**config.mk**
```make
export PLATFORM = sky130hd
export DESIGN_NAME = mfmc_top
export DESIGN_NICKNAME = d
export VERILOG_FILES = /design/src/verilog/mfmc_pkg.sv /design/src/verilog/mfmc_top.sv /design/src/verilog/mfmc_fetch_pacer.sv
export VERILOG_INCLUDE_DIRS = /design/src /design/src/verilog
export SDC_FILE = /design/constraint.sdc
export NUM_CORES = 1
export LEC_CHECK = 0
export BUFFER_PORTS_ARGS = -buffer_cell sky130_fd_sc_hd__buf_2
export CORE_MARGIN = 2
export CORE_UTILIZATION = 42
export DETAILED_ROUTE_END_ITERATION = 10
export GPL_TIMING_DRIVEN = 0
export PLACE_DENSITY = 0.87
export SLEW_MARGIN = 20
export SYNTH_ARGS = -nofsm -noshare
export SYNTH_HDL_FRONTEND = slang
export SYNTH_SLANG_ARGS = --single-unit
```
**constraint.sdc**
```tcl
create_clock -name clk -period 4.75 [get_ports clk]
set_input_delay 0.7125 -clock clk [delete_from_list [all_inputs] [get_ports clk]]
set_output_delay 0.7125 -clock clk [all_outputs]
set_load 0.01 [all_outputs]
```
**src/verilog/mfmc_map.svh**
```systemverilog
// Address, field and timing constants of the memory fetch mode configuration block.
`ifndef MFMC_MAP_SVH
`define MFMC_MAP_SVH
`define MFMC_ADDR_W 20
`define MFMC_FSC_OFFSET 16'hffc4
`define MFMC_FSC_RESET 8'h20
`define MFMC_FSC_INIT 8'h80
`define MFMC_FSC_MASK 8'ha0
`define MFMC_FAST_BIT 7
`define MFMC_SLOW_BIT 5
`define MFMC_PAGE_LOW 4'h0
`define MFMC_PAGE_HIGH 4'hf
`define MFMC_SLOW_CYCLES 3'h6
`define MFMC_FAST_CYCLES 3'h2
`endif

```
**src/verilog/mfmc_pkg.sv**
```systemverilog
// Types shared by the memory fetch mode configuration block.
package mfmc_pkg;
  typedef enum logic {
    MFMC_FETCH_SLOW,
    MFMC_FETCH_FAST
  } mfmc_fetch_mode_t;
  typedef logic [3:0] mfmc_page_t;
endpackage

```
**src/verilog/mfmc_top.sv**
```systemverilog
// Memory fetch mode configuration: data map select and ROM fetch speed register.
`timescale 1ns/10ps
`default_nettype none
`include "mfmc_map.svh"
// Contract
// RL1 - The CPU address space spans one megabyte, twenty address bits.
// RL2 - The data area page follows the operand of the map select instruction.
// RL3 - Software runs the map select instruction once after reset, never again.
// RL4 - Startup runs map select with 0H or 0FH, loads stack, then fetch speed.
// RL5 - Reset loads the fetch speed register with 20H, low-speed fetch.
// RL6 - Software writes 80H to the fetch speed register after reset.
// RL7 - The fetch speed register is accessed only with byte-wide accesses.
// RL8 - Bit 7 selects fast fetch, bit 5 slow fetch; other bits are zero.
// RL9 - Slow setting fetches one byte from internal ROM every six cycles.
// RL10 - Fast setting fetches two bytes from internal ROM every two cycles.
// RL11 - After reset the CPU uses the external-ROM-like fetch cycle.
// RL12 - Software never writes both select bits equal; behaviour is undefined.
// RL13 - Fixed-zero bits read as zero and ignore writes.
module mfmc_top (
  input wire logic clk,
  input wire logic rst,
  input wire logic [`MFMC_ADDR_W-1:0] mem_addr,
  input wire logic mem_wr,
  input wire logic mem_rd,
  input wire logic mem_byte,
  input wire logic [7:0] mem_wdata,
  output logic [7:0] mem_rdata,
  output logic mem_rvalid,
  input wire logic map_sel_valid,
  input wire logic [3:0] map_sel_operand,
  output logic map_locked,
  output mfmc_pkg::mfmc_page_t data_page,
  input wire logic fetch_en,
  output logic fetch_strobe,
  output logic fetch_two_bytes,
  output logic fetch_fast
);
  import mfmc_pkg::*;

  logic [7:0] rom_fetch_speed_control;
  logic reg_hit;
  logic op_valid;
  mfmc_fetch_mode_t mode;

  ////////////////////////////////////////////////////////////////////////////
  // The register lives in whichever 64 KB page the data area was mapped to.
  assign reg_hit = (mem_addr[15:0] == `MFMC_FSC_OFFSET) &&
                   (mem_addr[`MFMC_ADDR_W-1:16] == data_page); // RL1 RL2
  assign op_valid = (map_sel_operand == `MFMC_PAGE_LOW) ||
                    (map_sel_operand == `MFMC_PAGE_HIGH);

  // Only the first legal map select takes effect; later ones are dropped.
  always_ff @(posedge clk) begin
    if (rst) begin
      data_page <= `MFMC_PAGE_LOW;
      map_locked <= 1'b0;
    end else if (map_sel_valid && !map_locked && op_valid) begin
      data_page <= map_sel_operand; // RL2 RL3
      map_locked <= 1'b1; // RL3
    end
  end

  ////////////////////////////////////////////////////////////////////////////
  // Word accesses never touch the register, so a stray 16-bit store is harmless.
  always_ff @(posedge clk) begin
    if (rst) begin
      rom_fetch_speed_control <= `MFMC_FSC_RESET; // RL5 RL11
    end else if (mem_wr && mem_byte && reg_hit) begin
      rom_fetch_speed_control <= mem_wdata & `MFMC_FSC_MASK; // RL7 RL8 RL13
    end
  end

  always_ff @(posedge clk) begin
    if (rst) begin
      mem_rdata <= 8'h00;
      mem_rvalid <= 1'b0;
    end else begin
      mem_rvalid <= mem_rd && mem_byte && reg_hit; // RL7
      mem_rdata <= (mem_rd && mem_byte && reg_hit) ?
                   (rom_fetch_speed_control & `MFMC_FSC_MASK) : 8'h00; // RL13
    end
  end

  ////////////////////////////////////////////////////////////////////////////
  // Any setting other than fast-only falls back to the safe slow pace.
  assign mode = (rom_fetch_speed_control[`MFMC_FAST_BIT] &&
                 !rom_fetch_speed_control[`MFMC_SLOW_BIT]) ?
                MFMC_FETCH_FAST : MFMC_FETCH_SLOW; // RL9 RL10 RL12

  always_ff @(posedge clk) begin
    if (rst) begin
      fetch_fast <= 1'b0; // RL11
    end else begin
      fetch_fast <= (mode == MFMC_FETCH_FAST);
    end
  end

  mfmc_fetch_pacer u_pacer (
    .clk(clk),
    .rst(rst),
    .mode(mode),
    .fetch_en(fetch_en),
    .fetch_strobe(fetch_strobe),
    .fetch_two_bytes(fetch_two_bytes)
  );
endmodule
`default_nettype wire

```
**src/verilog/mfmc_fetch_pacer.sv**
```systemverilog
// Internal ROM fetch pacer: issues fetch strobes at the selected fetch speed.
`timescale 1ns/10ps
`default_nettype none
`include "mfmc_map.svh"
module mfmc_fetch_pacer (
  input wire logic clk,
  input wire logic rst,
  input wire mfmc_pkg::mfmc_fetch_mode_t mode,
  input wire logic fetch_en,
  output logic fetch_strobe,
  output logic fetch_two_bytes
);
  import mfmc_pkg::*;

  logic [2:0] cnt;
  logic [2:0] last;

  assign last = (mode == MFMC_FETCH_FAST) ? (`MFMC_FAST_CYCLES - 3'h1)
                                          : (`MFMC_SLOW_CYCLES - 3'h1);

  // A mode change mid-count cannot strand the counter above the new limit.
  always_ff @(posedge clk) begin
    if (rst || !fetch_en) begin
      cnt <= 3'h0;
      fetch_strobe <= 1'b0;
    end else if (cnt >= last) begin
      cnt <= 3'h0;
      fetch_strobe <= 1'b1; // RL9 RL10
    end else begin
      cnt <= cnt + 3'h1;
      fetch_strobe <= 1'b0;
    end
  end

  always_ff @(posedge clk) begin
    if (rst) begin
      fetch_two_bytes <= 1'b0;
    end else begin
      fetch_two_bytes <= (mode == MFMC_FETCH_FAST); // RL10
    end
  end
endmodule
`default_nettype wire

```
* After elaboration in Yosys (flattened, before gate mapping)
Index checks and enable logic that the tools add are counted.
** Word-level totals
- Register bits after elaboration :: 21
- Latch bits :: 0
- RAM bits :: 0
- ROM bits :: 0
- Bits of input ports :: 39
- Output and inout port bits :: 17
- Logic and storage cells :: 34
- Memories :: 0
** Operators by class
- $add $sub $neg :: 1
- Multiply operators :: 0
- Div/mod/pow operators :: 0
- Order comparisons :: 1
- Equality and inequality tests :: 3
- Shifts and indexed selects :: 0
- Mux-type cells :: 3
- Bitwise operators :: 1
- Reductions and logical operators :: 16
** Operator list (count)
- 16-bit == test, second input constant :: 1
- 1-bit logical AND :: 8
- 4-bit == test :: 1
- 4-bit == test, second input constant :: 1
- 4-bit zero test :: 1
- 2-bit OR reduction :: 2
- 3-bit by 1-bit adder with 3-bit output, second input constant :: 1
- 3-bit >= comparator :: 1
- 1-bit zero test :: 3
- 3-bit 2-to-1 mux :: 1
- 1-bit logical OR :: 2
- 1-bit 2-to-1 mux :: 2
- 1-bit inverter :: 1

* Logic depth before layout (Yosys ltp)
- Depth in word-level cells :: 6
- Gate-level depth with buffers :: 6
- Mapped depth without buffers :: 6

* Cells and area by module
Synthesis repeated with hierarchy kept, for this count alone.
** Unflattened totals
- Cells, all modules :: 74
- Area, all modules :: 769.5 sq um
** Modules (own cells, without submodules)
- mfmc_top :: times used 1, cells an instance 57, area each 563.0 sq um, seq. area each 220.2 sq um
- mfmc_fetch_pacer :: times used 1, cells an instance 17, area each 206.4 sq um, seq. area each 100.1 sq um

* Worst setup path before layout
OpenSTA, ideal clock, no wires.
- Path type :: input to register
- Start :: input port mem_addr[1]
- End :: register rom_fetch_speed_control[5]
- Setup time :: 0.123 ns
- Data arrival time :: 2.124 ns
- Data required time :: 4.627 ns
- Slack :: 2.503 ns
- Stages on the path :: 4
- Buffers on the path :: 0
- Path through :: or4b_4 > or4_4 > nor4_1 > o21bai_1
** On the way
- Cells in the longest elaborated chain, start to end :: 3
** RTL lines
- from (decl) :: RTL line mfmc_top.sv:22 : input wire logic [`MFMC_ADDR_W-1:0] mem_addr,
- 16-bit == test (no source line)
- 1-bit logical AND :: RTL line mfmc_top.sv:47 : assign reg_hit = (mem_addr[15:0] == `MFMC_FSC_OFFSET) &&
- 1-bit logical AND :: RTL line mfmc_top.sv:68 : end else if (mem_wr && mem_byte && reg_hit) begin
- to (signal assigned) :: RTL line mfmc_top.sv:67 : rom_fetch_speed_control <= `MFMC_FSC_RESET;
- to (signal assigned) :: RTL line mfmc_top.sv:69 : rom_fetch_speed_control <= mem_wdata & `MFMC_FSC_MASK;
- to (decl) :: RTL line mfmc_top.sv:40 : logic [7:0] rom_fetch_speed_control;
No other way between the ends.
A chain may end at the register's enable or synchronous reset.

* Worst setup path in the final report
Ends and elaborated chain as after synthesis.

==> results.toml <==
[yosys]
yosys.cell_types.count = 28
yosysTopAreaCell = "dfxtp_1"
ys_seq_area_share_pct = 39.9
syn_avg_cell_area_um2 = 9.91
yosys.area.top_type_share_pct = 39.9
synth-compound-area-share_pct = 4.82
synth_top_family_by_area = "simple AND/OR/NAND/NOR gates"
netlist_area_um2 = 753
ys_ff_latch = 15
synthAdderAreaFrac_pct = 4.98
synthTopCellsByCount = "dfxtp_1 (15), nor2_1 (9), buf_4 (7)"
synthTopCellsByArea = "dfxtp_1 (40%), buf_4 (7.0%), xnor2_1 (5.8%)"
synthArstFlopShare_pct = 0
yosysMostFrequentCell = "dfxtp_1"
yosys.area_share.simple_pct = 30.2
synth_edf_count = 0
syn-instance-count = 76
yosys_warnings = 0
synthFlopType = "dfxtp_1"
synth_xor_area_share_pct = 5.81
synthMuxAreaShare_pct = 5.32

[setup_path]
startpoint = "mem_addr[1]"
timing.rr.start = "u_pacer.cnt[1]"
reg2regPathDepth = 6
max_stage_delay_ns = 0.56
slowest_stage = "or4_4"
worstSetupEndpointType = "flip-flop"
setup.worst_path.start_class = "input port"
crit_arrival_ns = 2.30
endpoint = "rom_fetch_speed_control[5]"
worstSetupPathType = "in -> reg"
rrSetupSlack_ns = 3.33
path_cells = "buf_2 -> or4b_4 -> or4_4 -> nor4_1 -> o21bai_1"
cp.required_ns = 4.91
path_max_fanout = 3
r2r_end = "u_pacer.cnt[2]"

[floorplan]
start_util_pct = 44.1
rows = 15
dieWidth_um = 46.4
core-area_mm2 = 0.00171
pin_count = 56
die_h_um = 46.4
die_area_mm2 = 0.00215

[pwr]
internal-power_w = 0.000180
peakVddDrop_mv = 0.147
pwr-share-clk_pct = 29.8
p_seq_share_pct = 54.8
p_total_w = 0.000236
p_leak_nw = 0.508
p_switching_w = 0.0000552
swShare_pct = 23.4
power_density_mw_per_mm2 = 226
comb_power_share_pct = 15.4

[sta]
timing.hold.ws_ns = 0.469
worstMarginPinSlew_ns = 0.549
period_needed_ns = 2.14
relSlewSlack_pct = 63.4
fin_tns_setup_ns = 0
rsz0062_at_grt = "no"
fin_crit_sh_pct = 45.0
setup_violations = 0
skew_ns = 0.00313
drv_slew = 0
finalHoldViolCount = 0
fin_ws_ns = 2.61
fmax_mhz = 467

[final_layout]
synthToLayoutAreaGrowth_pct = 38.7
n_antenna_cell = 0
fillers = 149
finish.instance_area_mm2 = 0.00104
drive_gt1_share_pct = 44.5
nets = 171

[grt]
grt-ovfl-total = 0
grt_max_degree = 11
grt_usage_pct = 14.4
grt_first_pass_wirelength_um = 2150
grt_pass1_vias = 568
antenna_found_initial = 0

[routing]
via_count = 688
wl_um = 1480
initialDrtViolationCount = 13
antenna_left = 0
firstDrtPassIters = 4
drcViolationCount = 0
wl_per_cell_um = 9.64
via_per_inst = 4.50

[clock_network]
clock_sinks = 15
clockBufferDepth = 2
cts_setup_buffers = 0
numCtsBuffers = 3
cts_hold_buf = 0
cts_root_buffer = "clkbuf_4"
cts_tree = "yes"
clk_pin_slew_ns = 0.08
clk_latency_ns = 0.28
cts-htree-levels = 1
cts_resized = 0

[run]
drv_cap = 0

[placed_design]
gp_congestion = 0.680
placed_cell_area_mm2 = 0.00102
hpwl_um = 1270
place_ws_ns = 2.35
port_buffers = 43

[min_path]
worstHoldPathType = "reg -> reg"

[outcome]
outcome = "finished clean"
per-stage QoR:
| step | utilization [%] | cells |
|---|---|---|
| after floorplan | - | 81 |
| after global placement | 59.6 | 149 |
| after detailed placement | 59.6 | 149 |
| after global routing | 61.2 | 153 |
| final | 61.2 | 153 |
| after CTS | 61.2 | 153 |
cell usage in the layout (no fill, tap or decap), types with 3 or more instances in the layout:
cell / instances
clkbuf_4: 3
conb_1: 6
ha_1: 3
mux2i_1: 4
buf_2: 43
nor2_1: 9
xnor2_1: 5
buf_4: 7
dfxtp_1: 15
a21oi_1: 3
nand4_1: 5
kinds of logic after synthesis:
group | after synthesis
AOI/OAI and AO/OA | 6
xor gates and xnor gates | 5
adders and majority gates | 3
buffers and inverters | 10
DFF | 15
muxes | 4
other | 1
and+or+nand+nor | 32
critical path, delay by kind of cell:
kind | cells | cell delay, ns
buffers and inverters | 1 | 0.10
AO/OA/AOI/OAI | 1 | 0.11
AND/OR/NAND/NOR | 3 | 1.39
layout make-up:
| cell class | instances | area (µm²) | share of cell area [%] |
|---|---|---|---|
| Buffer | 8 | 56.3 | 5.39 |
| Clock buffer | 4 | 26.3 | 2.51 |
| Tap cell | 25 | 31.3 | 2.99 |
| Multi-Input combinational cell | 56 | 408 | 39.0 |
| Inverter | 2 | 7.51 | 0.719 |
| Timing Repair Buffer | 43 | 215 | 20.6 |
| Sequential cell | 15 | 300 | 28.7 |
worst min-delay path by stage:
stage	cells past startpoint	endpoint	start	slack (ns)
after global placement	1	u_pacer.cnt[0]	u_pacer.cnt[0]	0.44
after CTS	1	u_pacer.cnt[0]	u_pacer.cnt[0]	0.48
final	1	u_pacer.cnt[0]	u_pacer.cnt[0]	0.47
after floorplan	1	u_pacer.cnt[0]	u_pacer.cnt[0]	0.43
after detailed placement	1	u_pacer.cnt[0]	u_pacer.cnt[0]	0.46
after global routing	1	u_pacer.cnt[0]	u_pacer.cnt[0]	0.48
metal layers:
metal	routed length [µm]	vias up	part of all wire (%)	GRT usage (%)
met1	597	299	40	16.1
li1	-	360	-	-
met3	120	0	8.1	8.63
met5	0	-	0	0
met4	0	0	0	1.71
met2	757	29	51	24.2
sequential cells by signal, indices dropped and copies added, names as in the netlist:
signal	flops
u_pacer.cnt	3
u_pacer.fetch_strobe	1
mem_rdata	2
mem_rvalid	1
map_locked	1
u_pacer.fetch_two_bytes	1
rom_fetch_speed_control	2
data_page	4
power groups by stage:
| stage | Clock [W] | Combinational (W) | Sequential [W] |
|---|---|---|---|
| 4_1_cts | 0.0000726 | 0.0000364 | 0.000129 |
| 5_1_grt | 0.0000786 | 0.0000403 | 0.000130 |
| 6_report | 0.0000702 | 0.0000363 | 0.000129 |
| 3_5_place_dp | 0 | 0.0000363 | 0.000132 |
| 2_1_floorplan | 0 | 0.0000182 | 0.000132 |
| 3_3_place_gp | 0 | 0.0000354 | 0.000132 |
Note: power is estimated with default switching activity, not from simulation.
